### src/include/pesu_pkg.sv
// constants for the per-port event status (upper byte) block
`default_nettype none

package pesu_pkg;

    // ------------------------------------------------------------
    // register bus geometry
    // ------------------------------------------------------------
    localparam int ADDR_W = 20;             // byte address width
    localparam int DATA_W = 32;             // register data width
    localparam int CNT_W = 16;              // depth / retry count width

    // ------------------------------------------------------------
    // register byte offsets (port 0 instance)
    // ------------------------------------------------------------
    localparam logic [ADDR_W-1:0] OFF_STATUS = 20'h13018;   // event status
    localparam logic [ADDR_W-1:0] OFF_FORCE = 20'h1301c;    // event force

    // ------------------------------------------------------------
    // field positions inside both registers
    // ------------------------------------------------------------
    localparam int BIT_ILLEGAL = 24;        // illegal transfer
    localparam int BIT_SUMMARY = 25;        // error summary, read only
    localparam int BIT_RETRY = 26;          // retry limit
    localparam int BIT_OUTQ = 27;           // outbound queue depth
    localparam int BIT_INQ = 28;            // inbound queue depth
    localparam int BIT_REORDER = 29;        // reorder limit
    localparam int BIT_TIMEOUT = 31;        // fabric delivery timeout

    // ------------------------------------------------------------
    // reset and constant values
    // ------------------------------------------------------------
    localparam logic [DATA_W-1:0] RST_STATUS = 32'h0000_0000;
    localparam logic [DATA_W-1:0] READ_ZERO = 32'h0000_0000;
    localparam logic [CNT_W-1:0] THRESH_OFF = 16'h0000;   // threshold off

endpackage : pesu_pkg

`default_nettype wire

### src/hw/pesu_top.sv
// per-port event status, upper byte: sticky flags, force, irq, port-write
//
// How it works
// - illegal transfer flag on reserved tt/unmapped
// - illegal flag sticks until written one or forced zero
// - enabled illegal flag raises irq and port-write
// - illegal port-write goes out immediately
// - illegal event also pulses error-detect bit zero
// - summary flag set on error, held while pending
// - summary irq only while its enable set
// - retry flag on threshold reach, irq, port-write
// - retry count never sets the retry flag with zero threshold
// - retry/timeout clear by one or detect clear
// - outbound flag when output depth reaches threshold
// - outbound write one clears flag and counter
// - inbound flag when input depth reaches threshold
// - inbound write one clears flag and counter
// - reorder flag when reorder count reaches threshold
// - reorder write one clears flag and counter
// - queue and reorder irqs gated by enables
// - timeout flag on fabric delivery timeout
// - force write zero clears matching status bit
// - force write one sets flag; reads zero
//
// The plain strobed port and the placing of the registers were chosen for this implementation.
`timescale 1ns/1ns
`default_nettype none

// ----------------------------------------------------------------
// sticky flag cell: set wins over clear
// ----------------------------------------------------------------
module pesu_flag (
    // clock and reset
    input wire logic ref_clk,
    input wire logic resetn,
    // control
    input wire logic set,
    input wire logic clr,
    // state
    output logic q
);

    // sticky bit, a set in the clearing cycle is kept
    always_ff @(posedge ref_clk) begin
        if (!resetn) begin
            q <= 1'b0;
        end else begin
            q <= set | (q & ~clr);
        end
    end

endmodule : pesu_flag

// ----------------------------------------------------------------
// top level
// ----------------------------------------------------------------
module pesu_top (
    // clock and reset
    input wire logic ref_clk,
    input wire logic resetn,
    // register port
    input wire logic [pesu_pkg::ADDR_W-1:0] reg_addr,
    input wire logic [pesu_pkg::DATA_W-1:0] reg_wdata,
    input wire logic reg_wr,
    input wire logic reg_rd,
    output logic [pesu_pkg::DATA_W-1:0] reg_rdata,
    // received packet check
    input wire logic pkt_valid,
    input wire logic pkt_reserved_tt,
    input wire logic pkt_maint_hop0,
    input wire logic pkt_dest_unmapped,
    // port error sources
    input wire logic port_error_event,
    input wire logic port_error_pending,
    input wire logic detect_all_cleared,
    // counts and thresholds
    input wire logic [pesu_pkg::CNT_W-1:0] retry_count,
    input wire logic [pesu_pkg::CNT_W-1:0] retry_threshold,
    input wire logic [pesu_pkg::CNT_W-1:0] outq_depth_count,
    input wire logic [pesu_pkg::CNT_W-1:0] outq_threshold,
    input wire logic [pesu_pkg::CNT_W-1:0] inq_depth_count,
    input wire logic [pesu_pkg::CNT_W-1:0] inq_threshold,
    input wire logic [pesu_pkg::CNT_W-1:0] reorder_count,
    input wire logic [pesu_pkg::CNT_W-1:0] reorder_threshold,
    // fabric
    input wire logic fabric_timeout,
    // enables from the control register
    input wire logic illegal_transfer_enable,
    input wire logic summary_enable,
    input wire logic retry_enable,
    input wire logic retry_pw_enable,
    input wire logic outq_enable,
    input wire logic inq_enable,
    input wire logic reorder_enable,
    input wire logic timeout_enable,
    // event outputs
    output logic port_irq,
    output logic port_write_req,
    output logic detect_illegal_set,
    output logic outbound_congestion_counter_clr,
    output logic inbound_congestion_counter_clr,
    output logic reorder_event_counter_clr
);

    // ------------------------------------------------------------
    // register decode
    // ------------------------------------------------------------
    logic hit_status;       // address selects status register
    logic hit_force;        // address selects force register
    logic wr_status;        // write to status register
    logic wr_force;         // write to force register

    assign hit_status = (reg_addr == pesu_pkg::OFF_STATUS);
    assign hit_force = (reg_addr == pesu_pkg::OFF_FORCE);
    assign wr_status = reg_wr & hit_status;
    assign wr_force = reg_wr & hit_force;

    // ------------------------------------------------------------
    // per-bit write effects
    // ------------------------------------------------------------
    logic [pesu_pkg::DATA_W-1:0] w1c;     // status write of one clears
    logic [pesu_pkg::DATA_W-1:0] fset;    // force write of one sets
    logic [pesu_pkg::DATA_W-1:0] fclr;    // force write of zero clears

    assign w1c = wr_status ? reg_wdata : pesu_pkg::READ_ZERO;
    assign fset = wr_force ? reg_wdata : pesu_pkg::READ_ZERO;
    assign fclr = wr_force ? ~reg_wdata : pesu_pkg::READ_ZERO;

    // ------------------------------------------------------------
    // hardware event detection
    // ------------------------------------------------------------
    logic ev_illegal;       // illegal transfer seen
    logic ev_retry;         // retry count reached limit
    logic ev_outq;          // output depth reached threshold
    logic ev_inq;           // input depth reached threshold
    logic ev_reorder;       // reorder count reached threshold

    // reserved tt except maintenance with hop zero, or unmapped id
    assign ev_illegal = pkt_valid &
        ((pkt_reserved_tt & ~pkt_maint_hop0) | pkt_dest_unmapped);

    // zero threshold switches the retry event off
    assign ev_retry = (retry_threshold != pesu_pkg::THRESH_OFF) &
        (retry_count >= retry_threshold);

    assign ev_outq = (outq_threshold != pesu_pkg::THRESH_OFF) &
        (outq_depth_count >= outq_threshold);
    assign ev_inq = (inq_threshold != pesu_pkg::THRESH_OFF) &
        (inq_depth_count >= inq_threshold);
    assign ev_reorder = (reorder_threshold != pesu_pkg::THRESH_OFF) &
        (reorder_count >= reorder_threshold);

    // ------------------------------------------------------------
    // set and clear terms of each flag
    // ------------------------------------------------------------
    logic set_illegal;
    logic set_retry;
    logic set_outq;
    logic set_inq;
    logic set_reorder;
    logic set_timeout;
    logic clr_illegal;
    logic clr_retry;
    logic clr_outq;
    logic clr_inq;
    logic clr_reorder;
    logic clr_timeout;

    // hardware event or forced from the force register
    assign set_illegal = ev_illegal | fset[pesu_pkg::BIT_ILLEGAL];
    assign set_retry = ev_retry | fset[pesu_pkg::BIT_RETRY];
    assign set_outq = ev_outq | fset[pesu_pkg::BIT_OUTQ];
    assign set_inq = ev_inq | fset[pesu_pkg::BIT_INQ];
    assign set_reorder = ev_reorder | fset[pesu_pkg::BIT_REORDER];
    assign set_timeout = fabric_timeout | fset[pesu_pkg::BIT_TIMEOUT];

    // only a write of one or a force of zero clears it
    assign clr_illegal = w1c[pesu_pkg::BIT_ILLEGAL] |
        fclr[pesu_pkg::BIT_ILLEGAL];
    // detect register wipe also clears these two
    assign clr_retry = w1c[pesu_pkg::BIT_RETRY] |
        fclr[pesu_pkg::BIT_RETRY] | detect_all_cleared;
    assign clr_timeout = w1c[pesu_pkg::BIT_TIMEOUT] |
        fclr[pesu_pkg::BIT_TIMEOUT] | detect_all_cleared;
    assign clr_outq = w1c[pesu_pkg::BIT_OUTQ] | fclr[pesu_pkg::BIT_OUTQ];
    assign clr_inq = w1c[pesu_pkg::BIT_INQ] | fclr[pesu_pkg::BIT_INQ];
    assign clr_reorder = w1c[pesu_pkg::BIT_REORDER] |
        fclr[pesu_pkg::BIT_REORDER];

    // ------------------------------------------------------------
    // sticky flags
    // ------------------------------------------------------------
    logic illegal_transfer_flag;
    logic error_summary_flag;
    logic retry_limit_flag;
    logic outbound_queue_flag;
    logic inbound_queue_flag;
    logic reorder_limit_flag;
    logic fabric_timeout_flag;

    // illegal transfer
    pesu_flag u_illegal (
        .ref_clk(ref_clk),
        .resetn(resetn),
        .set(set_illegal),
        .clr(clr_illegal),
        .q(illegal_transfer_flag)
    );

    // retry limit
    pesu_flag u_retry (
        .ref_clk(ref_clk),
        .resetn(resetn),
        .set(set_retry),
        .clr(clr_retry),
        .q(retry_limit_flag)
    );

    // outbound queue depth
    pesu_flag u_outq (
        .ref_clk(ref_clk),
        .resetn(resetn),
        .set(set_outq),
        .clr(clr_outq),
        .q(outbound_queue_flag)
    );

    // inbound queue depth
    pesu_flag u_inq (
        .ref_clk(ref_clk),
        .resetn(resetn),
        .set(set_inq),
        .clr(clr_inq),
        .q(inbound_queue_flag)
    );

    // reorder limit
    pesu_flag u_reorder (
        .ref_clk(ref_clk),
        .resetn(resetn),
        .set(set_reorder),
        .clr(clr_reorder),
        .q(reorder_limit_flag)
    );

    // fabric delivery timeout
    pesu_flag u_timeout (
        .ref_clk(ref_clk),
        .resetn(resetn),
        .set(set_timeout),
        .clr(clr_timeout),
        .q(fabric_timeout_flag)
    );

    // error summary: read only, held while any source is pending
    always_ff @(posedge ref_clk) begin
        if (!resetn) begin
            error_summary_flag <= 1'b0;
        end else begin
            error_summary_flag <= port_error_event |
                (error_summary_flag & port_error_pending);
        end
    end

    // ------------------------------------------------------------
    // status word as software sees it
    // ------------------------------------------------------------
    logic [pesu_pkg::DATA_W-1:0] status_word;

    // unlisted and reserved bits read as zero
    always_comb begin
        status_word = pesu_pkg::RST_STATUS;
        status_word[pesu_pkg::BIT_ILLEGAL] = illegal_transfer_flag;
        status_word[pesu_pkg::BIT_SUMMARY] = error_summary_flag;
        status_word[pesu_pkg::BIT_RETRY] = retry_limit_flag;
        status_word[pesu_pkg::BIT_OUTQ] = outbound_queue_flag;
        status_word[pesu_pkg::BIT_INQ] = inbound_queue_flag;
        status_word[pesu_pkg::BIT_REORDER] = reorder_limit_flag;
        status_word[pesu_pkg::BIT_TIMEOUT] = fabric_timeout_flag;
    end

    // ------------------------------------------------------------
    // read data, one cycle after the strobe
    // ------------------------------------------------------------
    // force register and unmapped addresses read as zero
    always_ff @(posedge ref_clk) begin
        if (!resetn) begin
            reg_rdata <= pesu_pkg::READ_ZERO;
        end else if (reg_rd && hit_status) begin
            reg_rdata <= status_word;
        end else begin
            reg_rdata <= pesu_pkg::READ_ZERO;
        end
    end

    // ------------------------------------------------------------
    // interrupt request
    // ------------------------------------------------------------
    logic next_irq;

    // each flag gated by its own enable, then ORed
    always_comb begin
        next_irq = (illegal_transfer_flag & illegal_transfer_enable) |
            (error_summary_flag & summary_enable) |
            (retry_limit_flag & retry_enable) |
            (outbound_queue_flag & outq_enable) |
            (inbound_queue_flag & inq_enable) |
            (reorder_limit_flag & reorder_enable) |
            (fabric_timeout_flag & timeout_enable);
    end

    // registered level, follows flags one cycle later
    always_ff @(posedge ref_clk) begin
        if (!resetn) begin
            port_irq <= 1'b0;
        end else begin
            port_irq <= next_irq;
        end
    end

    // ------------------------------------------------------------
    // port-write request
    // ------------------------------------------------------------
    logic rise_illegal;     // illegal flag about to go high
    logic rise_retry;       // retry flag about to go high

    assign rise_illegal = set_illegal & ~illegal_transfer_flag;
    assign rise_retry = set_retry & ~retry_limit_flag;

    // no wait on any error-rate threshold for illegal transfers
    always_ff @(posedge ref_clk) begin
        if (!resetn) begin
            port_write_req <= 1'b0;
        end else begin
            port_write_req <= (rise_illegal & illegal_transfer_enable) |
                (rise_retry & retry_pw_enable);
        end
    end

    // ------------------------------------------------------------
    // error-detect record of illegal transfers
    // ------------------------------------------------------------
    // one pulse per illegal packet, forced ones included
    always_ff @(posedge ref_clk) begin
        if (!resetn) begin
            detect_illegal_set <= 1'b0;
        end else begin
            detect_illegal_set <= set_illegal;
        end
    end

    // ------------------------------------------------------------
    // congestion counter clears
    // ------------------------------------------------------------
    // a status write of one resets the matching external counter
    always_ff @(posedge ref_clk) begin
        if (!resetn) begin
            outbound_congestion_counter_clr <= 1'b0;
            inbound_congestion_counter_clr <= 1'b0;
            reorder_event_counter_clr <= 1'b0;
        end else begin
            outbound_congestion_counter_clr <= w1c[pesu_pkg::BIT_OUTQ];
            inbound_congestion_counter_clr <= w1c[pesu_pkg::BIT_INQ];
            reorder_event_counter_clr <= w1c[pesu_pkg::BIT_REORDER];
        end
    end

endmodule : pesu_top

`default_nettype wire

### config.mk
export PLATFORM = sky130hd
export DESIGN_NAME = pesu_top
export DESIGN_NICKNAME = d
export VERILOG_FILES = /design/src/include/pesu_pkg.sv /design/src/hw/pesu_top.sv
export SDC_FILE = /design/constraint.sdc
export NUM_CORES = 1
export LEC_CHECK = 0
export BUFFER_PORTS_ARGS = -buffer_cell sky130_fd_sc_hd__buf_2
export CAP_MARGIN = 40
export CELL_PAD_IN_SITES_DETAIL_PLACEMENT = 0
export CELL_PAD_IN_SITES_GLOBAL_PLACEMENT = 1
export CORE_AREA = 5 5 108 110
export DETAILED_ROUTE_END_ITERATION = 6
export DIE_AREA = 0 0 113 115
export GPL_TIMING_DRIVEN = 0
export PLACE_DENSITY = 0.88
export SLEW_MARGIN = 30
export SYNTH_ARGS = -nofsm -noshare
export SYNTH_HDL_FRONTEND = slang
export SYNTH_SLANG_ARGS = --single-unit
### constraint.sdc
create_clock -name ref_clk -period 3 [get_ports ref_clk]
set_input_delay 0.6 -clock ref_clk [delete_from_list [all_inputs] [get_ports ref_clk]]
set_output_delay 0.6 -clock ref_clk [all_outputs]
set_load 0.01 [all_outputs]
==> metrics.md <==
| Metric | Value |
|---|---|
| Antenna violations before repair | `1` |
| Vias/cell | `4.592` |
| Clock tree buffer depth | `2` |
| TritonCTS clock tree | `yes` |
| FFs w/ async S/R, synth | `0%` |
| Most frequent cells in the layout | `185 x buf_2, 69 x inv_1, 64 x ha_1, 25 x buf_4, 25 x conb_1` |
| Startpoint Class | `primary input` |
| Reg2Reg Capture Point | `port_write_req$_SDFF_PN0_` |
| Total of max-cap violations | `0` |
| # diodes | `0` |
| Max FFs per register | `7` |
| Layout cell share with drive strength beyond 1 | `38.83%` |
| GPL Wtd Cong | `0.9411` |
| Fmax achieved | `458.8 MHz` |
| P_leak | `2.311 nW` |
| Cells after Synth | `351` |
| R2R Setup Slk | `2010 ps` |
| FF+latch area | `400.4 um2` |
| # DRC | `0` |
| Clock Latency Late Sink | `260 ps` |
| Post-CTS setup repair buffer count | `0` |
| Critical path required time | `3130 ps` |
| Avg Inst Size Synth | `7.864 um2` |
| Ports | `238` |
| Worst R2R Start | `u_retry.q$_SDFF_PN0_` |
| Total number of H-tree levels | `1` |
| Port bufs | `185` |
| Final worst path period share | `72.66%` |
| PD cells | `243.4 nW/um2` |
| Antenna-violating nets left | `0` |
| Synthesized cell area | `2760 um2` |
| Fin nets | `829` |
| Fill cell count | `1,126` |
| RSZ-0062 raised after global routing | `no` |
| CTS Hold Bufs | `0` |
| Min-delay worst type | `reg2reg` |
| Hold Vio Cnt, Final | `0` |
| Resized cells post-CTS | `0` |
| GRT Total Usage | `14.11%` |
| Syn-to-layout area delta | `45.74%` |
| Post-synthesis sequential area ratio | `14.51%` |
| Crit path DAT | `2310 ps` |
| Die ar. | `13,000 um2` |
| Setup violators final | `0` |
| 1st-iter DRT viols | `70` |
| Clk root buf | `clkbuf_8` |
| Slew Limit Fails | `0` |
| Critical path capture point type | `register` |
| Register bit total from synthesis | `20` |
| Worst-Margin Slew | `610.7 ps` |
| Critical Path Stages | `7` |
| Synth unique cells | `46` |
| Cell area after layout | `4023 um2` |
| CP cell instances | `buf_2, ha_1, nand2b_1, a2111oi_0, nor4_1, a2111oi_2, o22ai_1` |
| Result of the run | `complete, no violations` |
| Core ar. | `10,600 um2` |
| Largest net degree at the start of global routing | `13` |
| Most common cell after layout, fill and taps aside | `buf_2` |
| Hold_ws | `493.1 ps` |
| Largest vdd supply drop | `0.1749 mV` |
| Post-route minimum period | `2180 ps` |
| Non-Filler Instances | `704` |
| Number of CTS-inserted buffers | `3` |
| Post-Route Setup TNS | `0 ps` |
| Initial core utilization | `26.03%` |
| Crit path to | `u_retry.q$_SDFF_PN0_` |
| Multi-input gate area | `1996 um2` |
| Total grt overflow | `0` |
| WL/cell | `13.84 um` |
| CP max stage cell | `a2111oi_0` |
| Placed cells | `700` |
| Crit Path Max Fanout | `2` |
| Placed instance area | `3951 um2` |
| CTS clk-pin slew, worst paths | `80 ps` |
| Syn. warnings | `0` |
| Rows | `38` |
| Hpwl dp | `9.006 mm` |
| Die Y | `115 um` |
| First-pass iteration count of the detailed router | `4` |
| Vias post-DR | `3,233` |
| Worst Reg-to-Reg Cells | `4` |
| Skew final | `5.927 ps` |
| Largest register by flop count | `reg_rdata` |
| Worst stage delay on the critical path | `500 ps` |
| Top FF cell, synth | `dfxtp_1` |
| Setup crit start | `retry_threshold[0]` |
| First-pass GRT wire length | `15.30 mm` |
| Final wirelength | `9.744 mm` |
| Top delay family on crit path | `compound AO/OA/AOI/OAI gates` |
| Buf+Inv Stages, Crit Path | `1` |
| Vias in the first global route | `3,441` |
| Crit path kind | `in2reg` |
| Number of synthesized flops with an enable pin | `0` |
| Clock Sinks | `20` |
| Max_slew headroom | `58.97%` |
| Die width | `113 um` |
cell families after synthesis:
| family | synth area share, % |
|---|---|
| adders and majority gates | 29.01 |
| other | 0.1359 |
| AOI/OAI and AO/OA | 22.30 |
| DFF | 14.51 |
| buffers and inverters | 16.46 |
| and+or+nand+nor | 17.59 |
per-layer routing:
metal | up-vias | track usage (%) | wire (um)
li1 | 1677 | - | -
met5 | - | 0 | 20
met2 | 147 | 25.28 | 4572
met1 | 1393 | 16.81 | 4082
met3 | 14 | 3.211 | 894
met4 | 2 | 4.247 | 175
stage by stage:
| stage | power [mW] | utilization [%] | worst slack (ps) |
|---|---|---|---|
| global placement | 0.7028 | 37.27 | 529.5 |
| finish | 0.9790 | 37.94 | 820.3 |
| CTS | 0.9848 | 37.94 | 748.6 |
| floorplan | 0.5211 | - | 824.9 |
| detailed placement | 0.7145 | 37.27 | 454.8 |
| global route | 1.053 | 37.94 | 606.5 |
worst reg2reg max path, delay by kind of cell, from the launching register on:
| kind | cells | cell delay, ps |
|---|---|---|
| AOI/OAI and AO/OA | 2 | 170 |
| and+or+nand+nor | 2 | 420 |
| DFF | 1 | 350 |
cell usage after synthesis (3+ instances only):
master	number	area [um2]
o21bai_1	3	22.52
a41o_1	3	30.03
nor4_1	20	125.1
o211ai_1	8	60.06
nand2_1	6	22.52
inv_1	69	259.0
o21ai_0	15	75.07
a2111oi_0	4	35.03
nor3_1	8	40.04
buf_4	25	187.7
nand2b_1	5	31.28
o21a_1	3	22.52
a21o_1	5	37.54
and2_1	6	37.54
dfxtp_1	20	400.4
a211oi_1	9	67.56
nor2_1	6	22.52
o31a_1	3	26.28
ha_1	64	800.8
a21oi_1	16	80.08
a31oi_1	6	37.54
nand4b_1	3	26.28
o22ai_1	4	25.02
nand4_1	7	43.79
nand3_1	6	30.03
and3_1	3	18.77
power by group:
part           internal [mW]  switching [mW]
logic                  0.218           0.198
registers              0.280          0.0113
clock network          0.178          0.0943
total                  0.675           0.304
final cells by class:
cell class | count | area share, %
plain buffers | 27 | 4.852
repair buffers | 185 | 23.02
inverters | 69 | 6.439
clock inverters | 1 | 0.7465
clock buffers | 3 | 1.026
multi-input cells | 259 | 49.61
flip-flops and latches | 20 | 9.953
well taps | 140 | 4.355
worst min path at each step:
stage,cells after the start,end,slack (ps),from
6_report,1,reg_rdata[25]$_SDFF_PN0_,490,error_summary_flag$_SDFF_PN0_
4_1_cts,1,reg_rdata[25]$_SDFF_PN0_,500,error_summary_flag$_SDFF_PN0_
3_3_place_gp,1,reg_rdata[25]$_SDFF_PN0_,470,error_summary_flag$_SDFF_PN0_
2_1_floorplan,2,reg_rdata[24]$_SDFF_PN0_,450,u_illegal.q$_SDFF_PN0_
3_5_place_dp,1,reg_rdata[25]$_SDFF_PN0_,480,error_summary_flag$_SDFF_PN0_
5_1_grt,1,reg_rdata[27]$_SDFF_PN0_,520,u_outq.q$_SDFF_PN0_
Note: power is estimated with default switching activity, not from simulation.
